## config.mk

```make
export PLATFORM = sky130hd
export DESIGN_NAME = slci_core
export DESIGN_NICKNAME = d
export VERILOG_FILES = /design/src/slci_core.v
export VERILOG_INCLUDE_DIRS = /design/src /design/src/src
export SDC_FILE = /design/constraint.sdc
export NUM_CORES = 1
export LEC_CHECK = 0
export BUFFER_PORTS_ARGS = -buffer_cell sky130_fd_sc_hd__buf_2
export CAP_MARGIN = 20
export CELL_PAD_IN_SITES_DETAIL_PLACEMENT = 1
export CELL_PAD_IN_SITES_GLOBAL_PLACEMENT = 1
export CORE_AREA = 10 10 106 155
export CTS_CLUSTER_DIAMETER = 150
export CTS_CLUSTER_SIZE = 12
export DETAILED_ROUTE_END_ITERATION = 12
export DIE_AREA = 0 0 116 165
export PLACE_DENSITY_LB_ADDON = 0.12
export SLEW_MARGIN = 20
export SYNTH_ARGS = -nofsm -noshare
export SYNTH_HDL_FRONTEND = slang
export SYNTH_SLANG_ARGS = --single-unit
```

## constraint.sdc

```tcl
create_clock -name clk_sys_in -period 8.4 [get_ports clk_sys_in]
set_clock_uncertainty 0.2 [all_clocks]
set_input_delay 1.68 -clock clk_sys_in [delete_from_list [all_inputs] [get_ports clk_sys_in]]
set_output_delay 1.68 -clock clk_sys_in [all_outputs]
set_load 0.005 [all_outputs]
```

## src/slci_regs.vh

```
// Constants for the serial display command interface
`ifndef SLCI_REGS_VH
`define SLCI_REGS_VH

// Link bit framing
`define SLCI_BITS_PER_BYTE 4'h8
`define SLCI_LAST_BIT_IDX 3'h7

// Address limits
`define SLCI_COL_LAST 7'h65
`define SLCI_BANK_LAST 4'h8

// Reset values
`define SLCI_RST_SLEEP 1'b1
`define SLCI_RST_SCAN 1'b0
`define SLCI_RST_EXT 1'b0
`define SLCI_RST_MODE 2'h0
`define SLCI_RST_COL 7'h00
`define SLCI_RST_BANK 4'h0
`define SLCI_RST_SLOPE 2'h0
`define SLCI_RST_PUMP 2'h0
`define SLCI_RST_BIAS 3'h0
`define SLCI_RST_OP 7'h00
`define SLCI_RST_RANGE 1'b0

// Display mode codes, frame_on_bit then pix_fill_bit
`define SLCI_MODE_BLANK 2'h0
`define SLCI_MODE_NORMAL 2'h2
`define SLCI_MODE_ALL_ON 2'h1
`define SLCI_MODE_INVERSE 2'h3

// Command opcode fields
`define SLCI_OP_NOP 8'h00
`define SLCI_OP_FUNC_HI 5'h04
`define SLCI_OP_DISP_HI 5'h01
`define SLCI_OP_RANGE_HI 7'h08
`define SLCI_OP_BANK_HI 4'h4
`define SLCI_OP_SLOPE_HI 6'h01
`define SLCI_OP_PUMP_HI 6'h02
`define SLCI_OP_BIAS_HI 5'h02

// Link clock period in the bench, ns
`define SLCI_LINK_PERIOD_NS 125

`endif

```

## src/slci_core.v

```verilog
// Serial display command interface: receiver, byte FIFO and command decoder
//
// Functional notes
// Chip select high resets receiver, ignores clocks
// Chip select falling edge starts new byte
// Sample data on clock rise, MSB first
// Mode line sampled at eighth bit
// Back-to-back bytes need no gap
// Last bit latched by clock edge or deselect; code latches only on the eighth clock rise, deselect drops the byte
// Hard clear aborts byte, clears registers
// After hard clear, next edge is first_bit
// Address advances after each data write
// Zero byte no-op; function set loads bits
// ext_set_sel chooses basic or extended set
// Display control sets four display modes
// Range command loads range_hi_sel
// Bank command loads bank_pointer 0 to 8
// Column command loads column_pointer 0 to 101
// Extended slope command loads temp_slope_sel
// Extended pump command loads pump_factor
// Extended bias command loads bias_ratio
// Extended level command loads op_level
// Reset values; memory left untouched
// Generator off while level and range zero
// Sleep grounds outputs, keeps interface alive
// Bank 8 write stores only the LSB
// scan_order_bit picks addressing direction
// Vertical: bank wraps past 8, column increments
// Horizontal: column wraps past 101, bank increments
// Last location wraps both pointers to zero
// Reserved codes cause no defined change
// Command decoded with previous ext_set_sel
`timescale 1ns/100ps
`default_nettype none
`include "slci_regs.vh"

// ----------------------------------------
// Byte FIFO between link and decoder
// ----------------------------------------
module slci_fifo #(
   parameter WIDTH = 9,
   parameter DEPTH = 8,
   parameter AW = 3
) (
   input wire clk_sys_in,
   input wire rst_n_in,
   input wire in_valid_in,
   output wire in_ready_out,
   input wire [WIDTH-1:0] in_data_in,
   output wire out_valid_out,
   input wire out_ready_in,
   output wire [WIDTH-1:0] out_data_out
);
   reg [WIDTH-1:0] mem_reg [0:DEPTH-1];
   reg [AW:0] wr_ptr_reg;
   reg [AW:0] rd_ptr_reg;
   wire empty;
   wire full;

   // Full when pointers differ only in wrap bit
   assign empty = (wr_ptr_reg == rd_ptr_reg);
   assign full = (wr_ptr_reg[AW] != rd_ptr_reg[AW]) && (wr_ptr_reg[AW-1:0] == rd_ptr_reg[AW-1:0]);
   assign in_ready_out = ~full;
   assign out_valid_out = ~empty;
   assign out_data_out = mem_reg[rd_ptr_reg[AW-1:0]];

   // Storage write
   always @(posedge clk_sys_in) begin
      if (in_valid_in && !full) begin
         mem_reg[wr_ptr_reg[AW-1:0]] <= in_data_in;
      end
   end

   // Pointer update
   always @(posedge clk_sys_in) begin
      if (!rst_n_in) begin
         wr_ptr_reg <= {(AW+1){1'b0}};
         rd_ptr_reg <= {(AW+1){1'b0}};
      end else begin
         if (in_valid_in && !full) begin
            wr_ptr_reg <= wr_ptr_reg + 1'b1;
         end
         if (out_ready_in && !empty) begin
            rd_ptr_reg <= rd_ptr_reg + 1'b1;
         end
      end
   end
endmodule // slci_fifo

// ----------------------------------------
// Top level
// ----------------------------------------
module slci_core #(
   parameter FIFO_DEPTH = 8,
   parameter FIFO_AW = 3
) (
   input wire clk_sys_in,
   input wire rst_n_in,
   // Serial link pins
   input wire shift_clock_in,
   input wire chip_select_n_in,
   input wire serial_in_in,
   input wire cmd_or_data_in,
   input wire hard_clear_n_in,
   // Display memory write port
   output wire mem_we_out,
   input wire mem_ready_in,
   output wire [3:0] mem_bank_out,
   output wire [6:0] mem_col_out,
   output wire [7:0] mem_data_out,
   output wire mem_bit_only_out,
   // Configuration state
   output wire sleep_bit_out,
   output wire scan_order_bit_out,
   output wire ext_set_sel_out,
   output wire frame_on_bit_out,
   output wire pix_fill_bit_out,
   output wire range_hi_sel_out,
   output wire [3:0] bank_pointer_out,
   output wire [6:0] column_pointer_out,
   output wire [1:0] temp_slope_sel_out,
   output wire [1:0] pump_factor_out,
   output wire [2:0] bias_ratio_out,
   output wire [6:0] op_level_out,
   // Analog enables
   output wire gen_enable_out,
   output wire display_drive_en_out,
   output wire osc_enable_out,
   // Link status
   output wire link_ready_out,
   output wire overrun_out
);
   reg [1:0] sclk_sync_reg;
   reg [1:0] cs_sync_reg;
   reg [1:0] serial_in_sync_reg;
   reg [1:0] dc_sync_reg;
   reg [1:0] clr_sync_reg;
   reg sclk_prev_reg;
   reg cs_prev_reg;
   reg [2:0] bit_cnt_reg;
   reg [6:0] shift_reg;
   reg push_reg;
   reg [8:0] push_data_reg;
   reg overrun_reg;
   reg sleep_reg;
   reg scan_reg;
   reg ext_reg;
   reg [1:0] mode_reg;
   reg range_reg;
   reg [3:0] bank_reg;
   reg [6:0] col_reg;
   reg [1:0] slope_reg;
   reg [1:0] pump_reg;
   reg [2:0] bias_reg;
   reg [6:0] op_reg;
   reg we_reg;
   reg [3:0] wr_bank_reg;
   reg [6:0] wr_col_reg;
   reg [7:0] wr_data_reg;
   reg bit_only_reg;
   wire sclk_s;
   wire cs_n_s;
   wire clr_n_s;
   wire sclk_rise;
   wire cs_fall;
   wire live;
   wire fifo_in_ready;
   wire fifo_out_valid;
   wire fifo_out_ready;
   wire [8:0] fifo_out_data;
   wire pop;
   wire is_data;
   wire [7:0] byte_v;

   // Two-stage synchronisers for all serial link pins, edge history of clock and select
   always @(posedge clk_sys_in) begin
      if (!rst_n_in) begin
         sclk_sync_reg <= 2'h0;
         cs_sync_reg <= 2'h3;
         serial_in_sync_reg <= 2'h0;
         dc_sync_reg <= 2'h0;
         clr_sync_reg <= 2'h0;
         sclk_prev_reg <= 1'b0;
         cs_prev_reg <= 1'b1;
      end else begin
         sclk_sync_reg <= {sclk_sync_reg[0], shift_clock_in};
         cs_sync_reg <= {cs_sync_reg[0], chip_select_n_in};
         serial_in_sync_reg <= {serial_in_sync_reg[0], serial_in_in};
         dc_sync_reg <= {dc_sync_reg[0], cmd_or_data_in};
         clr_sync_reg <= {clr_sync_reg[0], hard_clear_n_in};
         sclk_prev_reg <= sclk_sync_reg[1];
         cs_prev_reg <= cs_sync_reg[1];
      end
   end

   assign sclk_s = sclk_sync_reg[1];
   assign cs_n_s = cs_sync_reg[1];
   assign clr_n_s = clr_sync_reg[1];
   // Hard clear acts as a second synchronous reset
   assign live = rst_n_in & clr_n_s;
   assign sclk_rise = sclk_s & ~sclk_prev_reg;
   assign cs_fall = cs_prev_reg & ~cs_n_s;

   // ----------------------------------------
   // Serial receiver
   // ----------------------------------------
   // Bits shift in MSB first; eighth bit completes the byte
   always @(posedge clk_sys_in) begin
      if (!live) begin
         bit_cnt_reg <= 3'h0;
         shift_reg <= 7'h00;
         push_reg <= 1'b0;
         push_data_reg <= 9'h000;
      end else begin
         push_reg <= 1'b0;
         if (cs_n_s || cs_fall) begin
            bit_cnt_reg <= 3'h0;
         end else if (sclk_rise) begin
            shift_reg <= {shift_reg[5:0], serial_in_sync_reg[1]};
            if (bit_cnt_reg == `SLCI_LAST_BIT_IDX) begin
               // Mode line taken with the final bit
               push_reg <= 1'b1;
               push_data_reg <= {dc_sync_reg[1], shift_reg, serial_in_sync_reg[1]};
               bit_cnt_reg <= 3'h0;
            end else begin
               bit_cnt_reg <= bit_cnt_reg + 3'h1;
            end
         end
      end
   end

   // Byte lost when the FIFO is full
   always @(posedge clk_sys_in) begin
      if (!live) begin
         overrun_reg <= 1'b0;
      end else if (push_reg && !fifo_in_ready) begin
         overrun_reg <= 1'b1;
      end
   end

   // Byte FIFO, flushed by reset and hard clear
   slci_fifo #(.WIDTH(9), .DEPTH(FIFO_DEPTH), .AW(FIFO_AW)) u_fifo (
      .clk_sys_in(clk_sys_in),
      .rst_n_in(live),
      .in_valid_in(push_reg),
      .in_ready_out(fifo_in_ready),
      .in_data_in(push_data_reg),
      .out_valid_out(fifo_out_valid),
      .out_ready_in(fifo_out_ready),
      .out_data_out(fifo_out_data)
   );

   // ----------------------------------------
   // Decoder and address counter
   // ----------------------------------------
   assign is_data = fifo_out_data[8];
   assign byte_v = fifo_out_data[7:0];
   // Data bytes wait for the memory port
   assign fifo_out_ready = live & (~is_data | mem_ready_in);
   assign pop = fifo_out_valid & fifo_out_ready;

   // Command execution and pointer advance
   always @(posedge clk_sys_in) begin
      if (!live) begin
         sleep_reg <= `SLCI_RST_SLEEP;
         scan_reg <= `SLCI_RST_SCAN;
         ext_reg <= `SLCI_RST_EXT;
         mode_reg <= `SLCI_RST_MODE;
         range_reg <= `SLCI_RST_RANGE;
         bank_reg <= `SLCI_RST_BANK;
         col_reg <= `SLCI_RST_COL;
         slope_reg <= `SLCI_RST_SLOPE;
         pump_reg <= `SLCI_RST_PUMP;
         bias_reg <= `SLCI_RST_BIAS;
         op_reg <= `SLCI_RST_OP;
         we_reg <= 1'b0;
         wr_bank_reg <= 4'h0;
         wr_col_reg <= 7'h00;
         wr_data_reg <= 8'h00;
         bit_only_reg <= 1'b0;
      end else begin
         we_reg <= 1'b0;
         if (pop && is_data) begin
            // Memory write, still allowed in sleep
            we_reg <= 1'b1;
            wr_bank_reg <= bank_reg;
            wr_col_reg <= col_reg;
            bit_only_reg <= (bank_reg == `SLCI_BANK_LAST);
            wr_data_reg <= (bank_reg == `SLCI_BANK_LAST) ? {7'h00, byte_v[0]} : byte_v;
            // Advance per scan order
            if (scan_reg) begin
               if (bank_reg == `SLCI_BANK_LAST) begin
                  bank_reg <= 4'h0;
                  col_reg <= (col_reg == `SLCI_COL_LAST) ? 7'h00 : col_reg + 7'h01;
               end else begin
                  bank_reg <= bank_reg + 4'h1;
               end
            end else begin
               if (col_reg == `SLCI_COL_LAST) begin
                  col_reg <= 7'h00;
                  bank_reg <= (bank_reg == `SLCI_BANK_LAST) ? 4'h0 : bank_reg + 4'h1;
               end else begin
                  col_reg <= col_reg + 7'h01;
               end
            end
         end else if (pop) begin
            // Decode uses ext_reg as it stood before this byte
            if (byte_v == `SLCI_OP_NOP) begin
               sleep_reg <= sleep_reg;
            end else if ((byte_v[7:3] == `SLCI_OP_FUNC_HI)) begin
               sleep_reg <= byte_v[2];
               scan_reg <= byte_v[1];
               ext_reg <= byte_v[0];
            end else if (!ext_reg) begin
               if (byte_v[7]) begin
                  col_reg <= byte_v[6:0];
               end else if (byte_v[7:4] == `SLCI_OP_BANK_HI) begin
                  bank_reg <= byte_v[3:0];
               end else if (byte_v[7:1] == `SLCI_OP_RANGE_HI) begin
                  range_reg <= byte_v[0];
               end else if ((byte_v[7:3] == `SLCI_OP_DISP_HI) && !byte_v[1]) begin
                  mode_reg <= {byte_v[2], byte_v[0]};
               end
               // Other basic codes are reserved and ignored
            end else begin
               if (byte_v[7]) begin
                  op_reg <= byte_v[6:0];
               end else if (byte_v[7:3] == `SLCI_OP_BIAS_HI) begin
                  bias_reg <= byte_v[2:0];
               end else if (byte_v[7:2] == `SLCI_OP_PUMP_HI) begin
                  pump_reg <= byte_v[1:0];
               end else if (byte_v[7:2] == `SLCI_OP_SLOPE_HI) begin
                  slope_reg <= byte_v[1:0];
               end
               // Test and reserved codes ignored
            end
         end
      end
   end

   // ----------------------------------------
   // Outputs
   // ----------------------------------------
   assign mem_we_out = we_reg;
   assign mem_bank_out = wr_bank_reg;
   assign mem_col_out = wr_col_reg;
   assign mem_data_out = wr_data_reg;
   assign mem_bit_only_out = bit_only_reg;
   assign sleep_bit_out = sleep_reg;
   assign scan_order_bit_out = scan_reg;
   assign ext_set_sel_out = ext_reg;
   assign frame_on_bit_out = mode_reg[1];
   assign pix_fill_bit_out = mode_reg[0];
   assign range_hi_sel_out = range_reg;
   assign bank_pointer_out = bank_reg;
   assign column_pointer_out = col_reg;
   assign temp_slope_sel_out = slope_reg;
   assign pump_factor_out = pump_reg;
   assign bias_ratio_out = bias_reg;
   assign op_level_out = op_reg;
   // Generator off in sleep or with zero programming
   assign gen_enable_out = ~sleep_reg & (range_reg | (|op_reg));
   assign display_drive_en_out = ~sleep_reg;
   assign osc_enable_out = ~sleep_reg;
   assign link_ready_out = fifo_in_ready;
   assign overrun_out = overrun_reg;
endmodule // slci_core

`default_nettype wire

```

==> results.md, run 1 <==
- HP Start: clr_sync_reg[0]
- Root Buffer Master: clkbuf_16
- Final period util: 0.436
- Global-route usage over all layers: 0.180
- Core Region: 0.0135 mm^2
- Post_cts resized: 0
- Fill cell count: 1,408
- Setup Fix Bufs, Post-CTS: 0
- Die Y: between 150 and 200 um
- Cells on Worst Hold Path: 1
- Hold buffer count at cts: 0
- Synthesized net count: roughly 580
- Min Tclk post-route: 3660 ps
- Post-synth EDFFs: slightly above 70
- CTS tree: done
- Grt ovf: 0
- Largest net degree at the start of global routing: 68
- Synth area leader: edfxtp_1
- Router iterations before antenna repair: 4
- Reg2reg end: column_pointer_out[2]
- Initial Util: 0.492
- Die area: 0.0191 mm^2
- Port buffer count: 64
- Switch Pwr: around 0.00035 W
- Cell with the most instances after synthesis: dfxtp_1
- Endpoints failing hold: 0
- Multiplexer share of the synthesized area: 0.109
- Worst-path clk slew: 70 ps
- Sequential power share: 0.516
- Area grow syn2layout: 15.5%
- Max-slew violations: 0
- Internal Power: 0.00129 W
- I/O pin cnt: 65
- Largest family of logic cells by synthesized area: simple AND/OR/NAND/NOR gates
- Max Cap Violations: 0
- Fin Setup TNS: 0 ps
- Critical path class: in2reg
- Syn Std Cell Area: about 0.0067 mm^2
- Vias in the first global route: a little under 5,000
- Worst R2R Setup Slack: approximately 4800 ps
- Leak: ~2.6 nW
- Post-synth top cells: 96 x dfxtp_1, 80 x nand2_1, 72 x edfxtp_1
- # rows: 52
- F_max: between 200 and 300 MHz
- Xor and xnor fraction of the mapped netlist area: 0.0158
- CTS buffer count: 17
- Reg2Reg Depth: 6
- Number of library cell types mapped by synthesis: 55
- Crit-path max FO: 38
- First-pass GRT wire length: between 20 and 30 mm
- # placed instances: between 700 and 800
- Final Instance Count excl. Fillers: 796
- Vias: 4,508
- Post-synthesis sequential element count: around 170
- Unrepaired setup endpoints after global routing: no
- Synth Area in Compound Gates: 0.0704
- Synthesis Warnings: 0
- Status: complete, no violations
- Comb power frac: 0.006
- Yosys top cell area share: 0.325
- Largest register FFs: between 70 and 80
- Post-Synthesis Cells: between 500 and 600
- Critical Path AT: roughly 3800 ps
- Drt via density: around 5.7
- Layout Nets: 637
- DRT antenna net count: 0
- Drc violations: 0
- Clock buffer depth: 2
- Top cells by area, synth: edfxtp_1 32%, dfxtp_1 29%, mux4_2 5.4%, nand2_1 4.5%, mux2i_1 3.6%
- Worst slew pin tran: approximately 1100 ps
- Clock power share: 0.478
- Slew headroom: 0.296
- DRT iter0 DRCs: approximately 220
- GPL Wtd Cong: just under 0.8
- Async S/R FF share, synth: 0
- Initial antenna violation count: 0
- Sw frac: 0.213
- Critical Path RT: approximately 8600 ps
- PwrDens: 213 mW/mm^2
- Post-synthesis adder-cell area fraction: 0.0150
- Worst Hold End: clr_sync_reg[1]
- Hold Crit Class: reg2reg
- Register area share after synthesis: 0.613
- Synth Area in Simple Gates: 0.152
- Worst-Skew Late Latency: ~420 ps
- Final count of negative-setup-slack endpoints: 0
- Htree depth: 4
- Final WL: between 15 and 20 mm
- Share of layout cells above drive strength 1: 0.211
- VDD IR-drop max: approximately 130 uV
- Routed len/inst: a little over 20 um
- Nature of the critical path startpoint: input port
- Worst Setup End Kind: flip-flop
- Hpwl dp: around 11 mm
- Die width: 116 um
- Syn avg cell area: 11.9 um^2
- Diode count: 0
- Main synth FF type: dfxtp_1
- Clock sinks: about 170
[layout by cell type (no fill, tap or decap), drive strengths merged, types with 7 or more instances in the layout]
| master | Yosys | routed |
|---|---|---|
| mux2i | 26 | 26 |
| ha | 8 | 8 |
| nor3 | 13 | 13 |
| mux4 | 16 | 16 |
| xnor2 | 7 | 7 |
| mux2 | 7 | 7 |
| dfxtp | 96 | 96 |
| nand2 | 80 | 80 |
| clkbuf | 23 | 20 |
| inv | 8 | 16 |
| nand2b | 7 | 7 |
| buf | 6 | 69 |
| nand3 | 21 | 21 |
| nor2 | 48 | 48 |
| a21oi | 46 | 46 |
| edfxtp | 72 | 72 |
| and2 | 10 | 10 |
[per-stage QoR]
stage | utilization | instance area (um^2) | worst slack, ps | hold WS (ps) | total power [W]
2_1_floorplan | - | 6660 | 5000 | 186 | 0.000871
3_3_place_gp | 0.524 | 7100 | 4390 | 222 | 0.000875
3_5_place_dp | 0.524 | 7100 | 4310 | 222 | 0.000876
4_1_cts | 0.568 | 7690 | 4750 | 239 | 0.00166
5_1_grt | 0.569 | 7700 | 4520 | 264 | 0.00170
6_report | 0.569 | 7700 | 4740 | 235 | 0.00164
[critical path, cell delays in order]
cell and delay [ps]:
buf_2 210, nand2_2 90, a41oi_2 430, nand3_1 140
buf_4 280, inv_2 380, nand2b_1 170, o32ai_1 260
a32o_1 170
[power by group through the flow]
stage	Sequential (W)	Combinational, W	Clock [W]
after CTS	0.000847	0.0000100	0.000800
after global placement	0.000866	0.00000960	0
final	0.000847	0.00000983	0.000786
after floorplan	0.000865	0.00000624	0
after detailed placement	0.000866	0.00000987	0
after global routing	0.000847	0.0000110	0.000843
[worst max path at each step]
stage          slack, ps                     to  cells past startpoint      from
2_1_floorplan       5000    bank_pointer_out[1]                      6  rst_n_in
6_report            4740  column_pointer_out[3]                      9  rst_n_in
3_3_place_gp        4390  column_pointer_out[0]                      9  rst_n_in
3_5_place_dp        4310  column_pointer_out[3]                      9  rst_n_in
5_1_grt             4520  column_pointer_out[3]                      9  rst_n_in
4_1_cts             4750  column_pointer_out[3]                      9  rst_n_in
[per-layer routing]
metal,up-vias,global-route usage,routed length (um)
li1,2144,-,-
met5,-,0,0
met2,87,0.333,9250
met1,2254,0.191,6320
met3,23,0.0425,570
met4,0,0.0656,311
[area by class of cell]
class | instances | area [um^2] | area share
clock buffer | 20 | 468 | 0.0608
clock inverter | 12 | 124 | 0.0161
inverter | 8 | 30.0 | 0.00390
multi-input combinational | 357 | 2430 | 0.316
sequential | 168 | 4080 | 0.530
tap | 162 | 203 | 0.0263
timing repair buffer | 69 | 358 | 0.0465
[cell families after synthesis]
logic type	Yosys count
AND/OR/NAND/NOR	213
flip-flops	168
AO/OA/AOI/OAI	75
multiplexers	49
buffers and inverters	37
XOR/XNOR	12
adder cells (fa/ha/maj)	8
(Power assumes the default switching activity.)
==> run 2, diff against run 1 <==
--- a/config.mk
+++ b/config.mk
@@ -10,11 +10,11 @@
 export CAP_MARGIN = 20
 export CELL_PAD_IN_SITES_DETAIL_PLACEMENT = 1
 export CELL_PAD_IN_SITES_GLOBAL_PLACEMENT = 1
-export CORE_AREA = 10 10 106 155
+export CORE_AREA = 10 10 113 166
 export CTS_CLUSTER_DIAMETER = 150
 export CTS_CLUSTER_SIZE = 12
 export DETAILED_ROUTE_END_ITERATION = 12
-export DIE_AREA = 0 0 116 165
+export DIE_AREA = 0 0 123 176
 export PLACE_DENSITY_LB_ADDON = 0.12
 export SLEW_MARGIN = 20
 export SYNTH_ARGS = -nofsm -noshare
==> constraint.sdc (replaced) <==
create_clock -name clk_sys_in -period 3.3 [get_ports clk_sys_in]
set_clock_uncertainty 0.2 [all_clocks]
set_input_delay 0.66 -clock clk_sys_in [delete_from_list [all_inputs] [get_ports clk_sys_in]]
set_output_delay 0.66 -clock clk_sys_in [all_outputs]
set_load 0.005 [all_outputs]
==> results.md, run 2 (synthesis gave the netlist of run 1 again) <==
- First-pass GRT wire length: 26.6 mm (+0.60%)
- Initial Util: 0.419 (-0.0734)
- Worst path cell trace: buf_4, mux4_2, mux2_2, a2111oi_0, nand4b_1, mux2i_1, nor2_1
- Clock sinks: 168 (unchanged)
- Critical path class: reg2reg
- GRT met1 Usage: 0.161 (-0.0307)
- Max Cap Violations: 0 (unchanged)
- # rows: 57 (+9.6%)
- Final Instance Count excl. Fillers: 858 (+7.8%)
- VDD IR-drop max: 433 uV (+230%)
- Diode count: 0 (unchanged)
- Fill cell count: 1,733 (+23%)
- Die Y: 176 um (+6.7%)
- Reg2Reg Depth: 7 (+1)
- Crit-path max FO: 15 (-61%)
- Drc violations: 0 (unchanged)
- I/O pin cnt: 65 (unchanged)
- Largest register FFs: 72 (unchanged)
- Hold Crit Class: in2reg
- Crit path largest cell delay: 760 ps (+330 ps)
- Global-route usage over all layers: 0.158 (-0.0220)
- Grt ovf: 0 (unchanged)
- Worst Setup End Kind: flip-flop
- Slew headroom: 0.451 (+0.155)
- Tot Pwr: 0.00408 W (+150%)
- Vias in the first global route: 4,847 (-0.29%)
- Final count of negative-setup-slack endpoints: 0 (unchanged)
- Worst-path clk slew: 70 ps (about the same)
- Setup Fix Bufs, Post-CTS: 0 (unchanged)
- Met3 GRT Util: 0.0326 (-0.00987)
- Routed len/inst: 19.4 um (-6.3%)
- Worst setup margin: 325 ps (-4410 ps)
- PwrDens: 519 mW/mm^2 (+140%)
- Status: complete, no violations
- Layout Nets: 655 (+2.8%)
- Commonest non-fill, non-tap cell in the layout: dfxtp_1
- Largest net degree at the start of global routing: 68 (unchanged)
- DRT iter0 DRCs: 230 (+2.7%)
- F_max: 336 MHz
- Die width: 123 um (+6.0%)
- Hpwl dp: 11.8 mm (+6.2%)
- Area grow syn2layout: 17.9%
- Commonest cells after routing, fill and taps aside: 96 x dfxtp_1, 79 x nand2_1, 72 x edfxtp_1
- # placed instances: 826 (+8.3%)
- Hold buffer count at cts: 0 (unchanged)
- Share of layout cells above drive strength 1: 0.229 (+0.0172)
- Sequential power share: 0.529 (+0.013)
- Endpoints failing hold: 0 (unchanged)
- Min Tclk post-route: between 2000 and 3000 ps
- Router iterations before antenna repair: 4 (unchanged)
- Reg2reg end: scan_order_bit_out
- CTS buffer count: 17 (unchanged)
- Worst R2R Setup Slack: 320 ps (-4510 ps)
- DRT antenna net count: 0 (unchanged)
- Vias: 4,490 (-0.40%)
- Pre-CTS setup slack: 300 ps (-4010 ps)
- Die area: 0.0216 mm^2 (+13%)
- Fin Setup TNS: 0 ps (unchanged)
- Clock buffer depth: 2 (unchanged)
- Comb power frac: 0.006 (about the same)
- Layer with the highest usage: met2
- Critical Path RT: 3370 ps (-5180 ps)
- GR met2 Demand/Resource: 0.302 (-0.0309)
- Root Buffer Master: clkbuf_16
- Internal Power: 0.00321 W (+150%)
- Drt via density: 5.23 (-7.6%)
- Leak: 2.71 nW (+2.9%)
- GPL Wtd Cong: 0.818 (+5.7%)
- Core Region: 0.0159 mm^2 (+18%)
- Crit path capture: scan_order_bit_out
- Max-slew violations: 0 (unchanged)
- Final WL: 16.6 mm (+1.0%)
- Final period util: 0.902
- CTS tree: done
- Switch Pwr: 0.000864 W (+150%)
- Critical Path AT: 3050 ps (-770 ps)
- Post_cts resized: 0 (unchanged)
- Sw frac: 0.212 (-0.00123)
- Clock power share: 0.465 (-0.013)
- Worst slew pin tran: 822 ps (-230 ps)
- Port buffer count: 64 (unchanged)
- CP max stage cell: dfxtp_1
- Worst-Skew Late Latency: 420 ps (about the same)
- Nature of the critical path startpoint: flip-flop
- Initial antenna violation count: 0 (unchanged)
- Unrepaired setup endpoints after global routing: no
- Htree depth: 4 (unchanged)
==> run 2: changes by cell type in the layout (fill, tap and decap cells not counted), sizes merged <==
cell    delta
clkbuf     +1
buf       +18
bufinv     -1
==> run 2: metrics by stage <==
step	hold slack (ps)	cell area (um^2)	util
after floorplan	186	6660	-
after global placement	218	7300	0.459
after detailed placement	221	7300	0.459
after CTS	202	7860	0.494
after global routing	235	7860	0.494
final	217	7860	0.494
==> run 2: power groups by stage <==
stage                     Clock, W  Sequential [W]  Combinational, W
after floorplan                  0         0.00220         0.0000159
after global placement           0         0.00220         0.0000250
after detailed placement         0         0.00220         0.0000256
after CTS                  0.00194         0.00216         0.0000258
after global routing       0.00202         0.00216         0.0000294
final                      0.00190         0.00216         0.0000252
==> run 2: worst min path at each step <==
stage / start / to / cells after the start
after detailed placement: cs_sync_reg[0] / cs_sync_reg[1] / 1
after global routing: chip_select_n_in / cs_sync_reg[0] / 2
after global placement: clr_sync_reg[0] / clr_sync_reg[1] / 1
after CTS: chip_select_n_in / cs_sync_reg[0] / 2
final: chip_select_n_in / cs_sync_reg[0] / 2
after floorplan: cs_sync_reg[0] / cs_sync_reg[1] / 1
==> run 2: critical path, delay by kind of cell, from the launching register on <==
kind / cells / cell delay (ps)
flops: 1 / 760
compound gates: 1 / 370
mux: 3 / 860
buf+inv: 1 / 270
simple gates: 2 / 360
==> run 2: layout make-up <==
type                            instances  area, um^2  share of cell area
Timing Repair Buffer                   87         505              0.0643
Clock inverter                         11        83.8              0.0107
Clock buffer                           21         475              0.0605
Sequential cell                       168        4080               0.520
Tap cell                              206         258              0.0328
Inverter                                8        30.0             0.00382
Multi-Input combinational cell        357        2420               0.308
==> run 2: per-layer routing <==
metal / vias up / routed length (um)
met3: 27 / 522
met2: 76 / 9430
met4: 0 / 419
met1: 2212 / 6250
li1: 2175 / -
met5: - / 0
==> run 3, diff against run 2 <==
--- a/config.mk
+++ b/config.mk
@@ -10,11 +10,11 @@
 export CAP_MARGIN = 20
 export CELL_PAD_IN_SITES_DETAIL_PLACEMENT = 1
 export CELL_PAD_IN_SITES_GLOBAL_PLACEMENT = 1
-export CORE_AREA = 10 10 113 166
+export CORE_AREA = 10 10 125 150
 export CTS_CLUSTER_DIAMETER = 150
 export CTS_CLUSTER_SIZE = 12
 export DETAILED_ROUTE_END_ITERATION = 12
-export DIE_AREA = 0 0 123 176
+export DIE_AREA = 0 0 135 160
 export PLACE_DENSITY_LB_ADDON = 0.12
 export SLEW_MARGIN = 20
 export SYNTH_ARGS = -nofsm -noshare
==> results.md, run 3 (synthesis gave the netlist of run 1 again) <==
- Status: complete, no violations
- Clock power share: 0.448 (-0.017)
- Diode count: 0 (unchanged)
- Routed len/inst: 18.6 um (-4.2%)
- Htree depth: 4 (unchanged)
- Tot Pwr: 0.00395 W (-3.0%)
- Initial antenna violation count: 0 (unchanged)
- Critical path class: reg2reg
- Port buffer count: 64 (unchanged)
- Layout Nets: 652 (-0.46%)
- Slew headroom: 0.464 (+0.0131)
- Commonest non-fill, non-tap cell in the layout: dfxtp_1
- Hpwl dp: 10.9 mm (-7.6%)
- First-pass GRT wire length: 25.7 mm (-3.3%)
- Final period util: 0.892 (-0.00977)
- Die width: 135 um (+9.8%)
- Endpoints failing hold: 0 (unchanged)
- Clock sinks: 168 (unchanged)
- Post_cts resized: 0 (unchanged)
- # rows: 51 (-11%)
- DRT antenna net count: 0 (unchanged)
- Share of layout cells above drive strength 1: 0.217 (-0.0113)
- Switch Pwr: 0.000820 W (-5.0%)
- Max Cap Violations: 0 (unchanged)
- GPL Wtd Cong: 0.776 (-5.1%)
- Vias: 4,465 (-0.56%)
- Leak: 2.66 nW (-1.8%)
- F_max: 340 MHz (+1.1%)
- Area grow syn2layout: 17.1%
- Worst slew pin tran: 802 ps (-19.6 ps)
- PwrDens: 507 mW/mm^2 (-2.4%)
- Hold buffer count at cts: 0 (unchanged)
- Die area: 0.0216 mm^2 (-0.22%)
- Core Util, Final: 0.491 (-0.00284)
- Max-slew violations: 0 (unchanged)
- Critical Path RT: 3390 ps (+20 ps)
- Final count of negative-setup-slack endpoints: 0 (unchanged)
- Die Y: 160 um (-9.1%)
- I/O pin cnt: 65 (unchanged)
- Hold Crit Class: in2reg
- CTS buffer count: 17 (unchanged)
- VDD IR-drop max: 270 uV (-38%)
- Clock buffer depth: 2 (unchanged)
- Initial Util: 0.419 (about the same)
- Grt ovf: 0 (unchanged)
- Worst Setup End Kind: flip-flop
- Worst-Skew Late Latency: 430 ps (about the same)
- Unrepaired setup endpoints after global routing: no
- Worst-path clk slew: 60 ps (about the same)
- Commonest cells after routing, fill and taps aside: 96 x dfxtp_1, 79 x nand2_1, 72 x edfxtp_1
- Sequential power share: 0.546 (+0.017)
- Comb power frac: 0.006 (about the same)
- Crit-path max FO: 15 (unchanged)
- Drc violations: 0 (unchanged)
- Global-route usage over all layers: 0.151 (-0.00678)
- Final WL: 16.0 mm (-3.9%)
- Min Tclk post-route: 2940 ps (-32.2 ps)
- Sw frac: 0.207 (-0.00428)
- DRT iter0 DRCs: 155 (-33%)
- Root Buffer Master: clkbuf_16
- Router iterations before antenna repair: 4 (unchanged)
- Nature of the critical path startpoint: flip-flop
- Critical Path AT: 3030 ps (-20 ps)
- Vias in the first global route: 4,737 (-2.3%)
- Drt via density: 5.19 (-0.90%)
- Internal Power: 0.00313 W (-2.5%)
- Largest register FFs: 72 (unchanged)
- Setup Fix Bufs, Post-CTS: 0 (unchanged)
- Core Region: 0.0159 mm^2 (about the same)
- Fin Setup TNS: 0 ps (unchanged)
- CTS tree: done
- Largest net degree at the start of global routing: 68 (unchanged)
-- run 3: cell types whose count changed in the layout (fill, tap and decap cells not counted), moves of 2 or more --
| cell | delta |
|---|---|
| clkinv_1 | +5 |
| buf_4 | -3 |
| inv_4 | -3 |
| clkinvlp_4 | +2 |
| inv_6 | -2 |
-- run 3: layout make-up --
type / count / area (um^2)
well taps: 212 / 265
repair buffers: 84 / 483
fillers: 1708 / 8090
inverters: 8 / 30.0
multi-input cells: 357 / 2420
clock buffers: 19 / 443
clock inverters: 13 / 78.8
flip-flops and latches: 168 / 4080
-- run 3: metrics by stage --
stage | instance area (um^2) | cells | setup slack (ps) | hold WS, ps
CTS | 7800 | 861 | 276 | 201
detailed placement | 7280 | 829 | 313 | 215
finish | 7800 | 861 | 357 | 221
global route | 7800 | 861 | 114 | 201
floorplan | 6660 | 562 | 639 | 186
global placement | 7280 | 829 | 334 | 218
-- run 3: power groups by stage --
stage          combinational (W)  sequential (W)  clock [W]
2_1_floorplan          0.0000159         0.00220          0
3_3_place_gp           0.0000243         0.00220          0
3_5_place_dp           0.0000250         0.00220          0
4_1_cts                0.0000252         0.00216    0.00182
5_1_grt                0.0000279         0.00216    0.00191
6_report               0.0000247         0.00216    0.00177
-- run 3: routing by layer --
| metal | up-vias | part of all wire | track usage |
|---|---|---|---|
| li1 | 2180 | - | - |
| met1 | 2198 | 0.40 | 0.160 |
| met2 | 67 | 0.55 | 0.278 |
| met3 | 20 | 0.037 | 0.0417 |
| met4 | 0 | 0.017 | 0.0510 |
| met5 | - | 0 | 0 |
-- run 3: worst paths after layout --
path                                  startpoint               to  slack [ps]  depth (start not counted)
worst min-delay path            chip_select_n_in   cs_sync_reg[0]         220                          2
worst max register to register         flip-flop    sleep_bit_out         360                          7
worst max-delay path                   flip-flop    sleep_bit_out         360                          7
worst min register to register   clr_sync_reg[0]  clr_sync_reg[1]         240                          1
-- run 3: worst max-delay path, cell delays in order (launching register included) --
cell,delay [ps]
dfxtp_1,760
buf_4,260
mux4_2,310
mux2_2,270
a2111oi_0,410
nand4b_1,290
mux2i_1,240
nand2_1,70
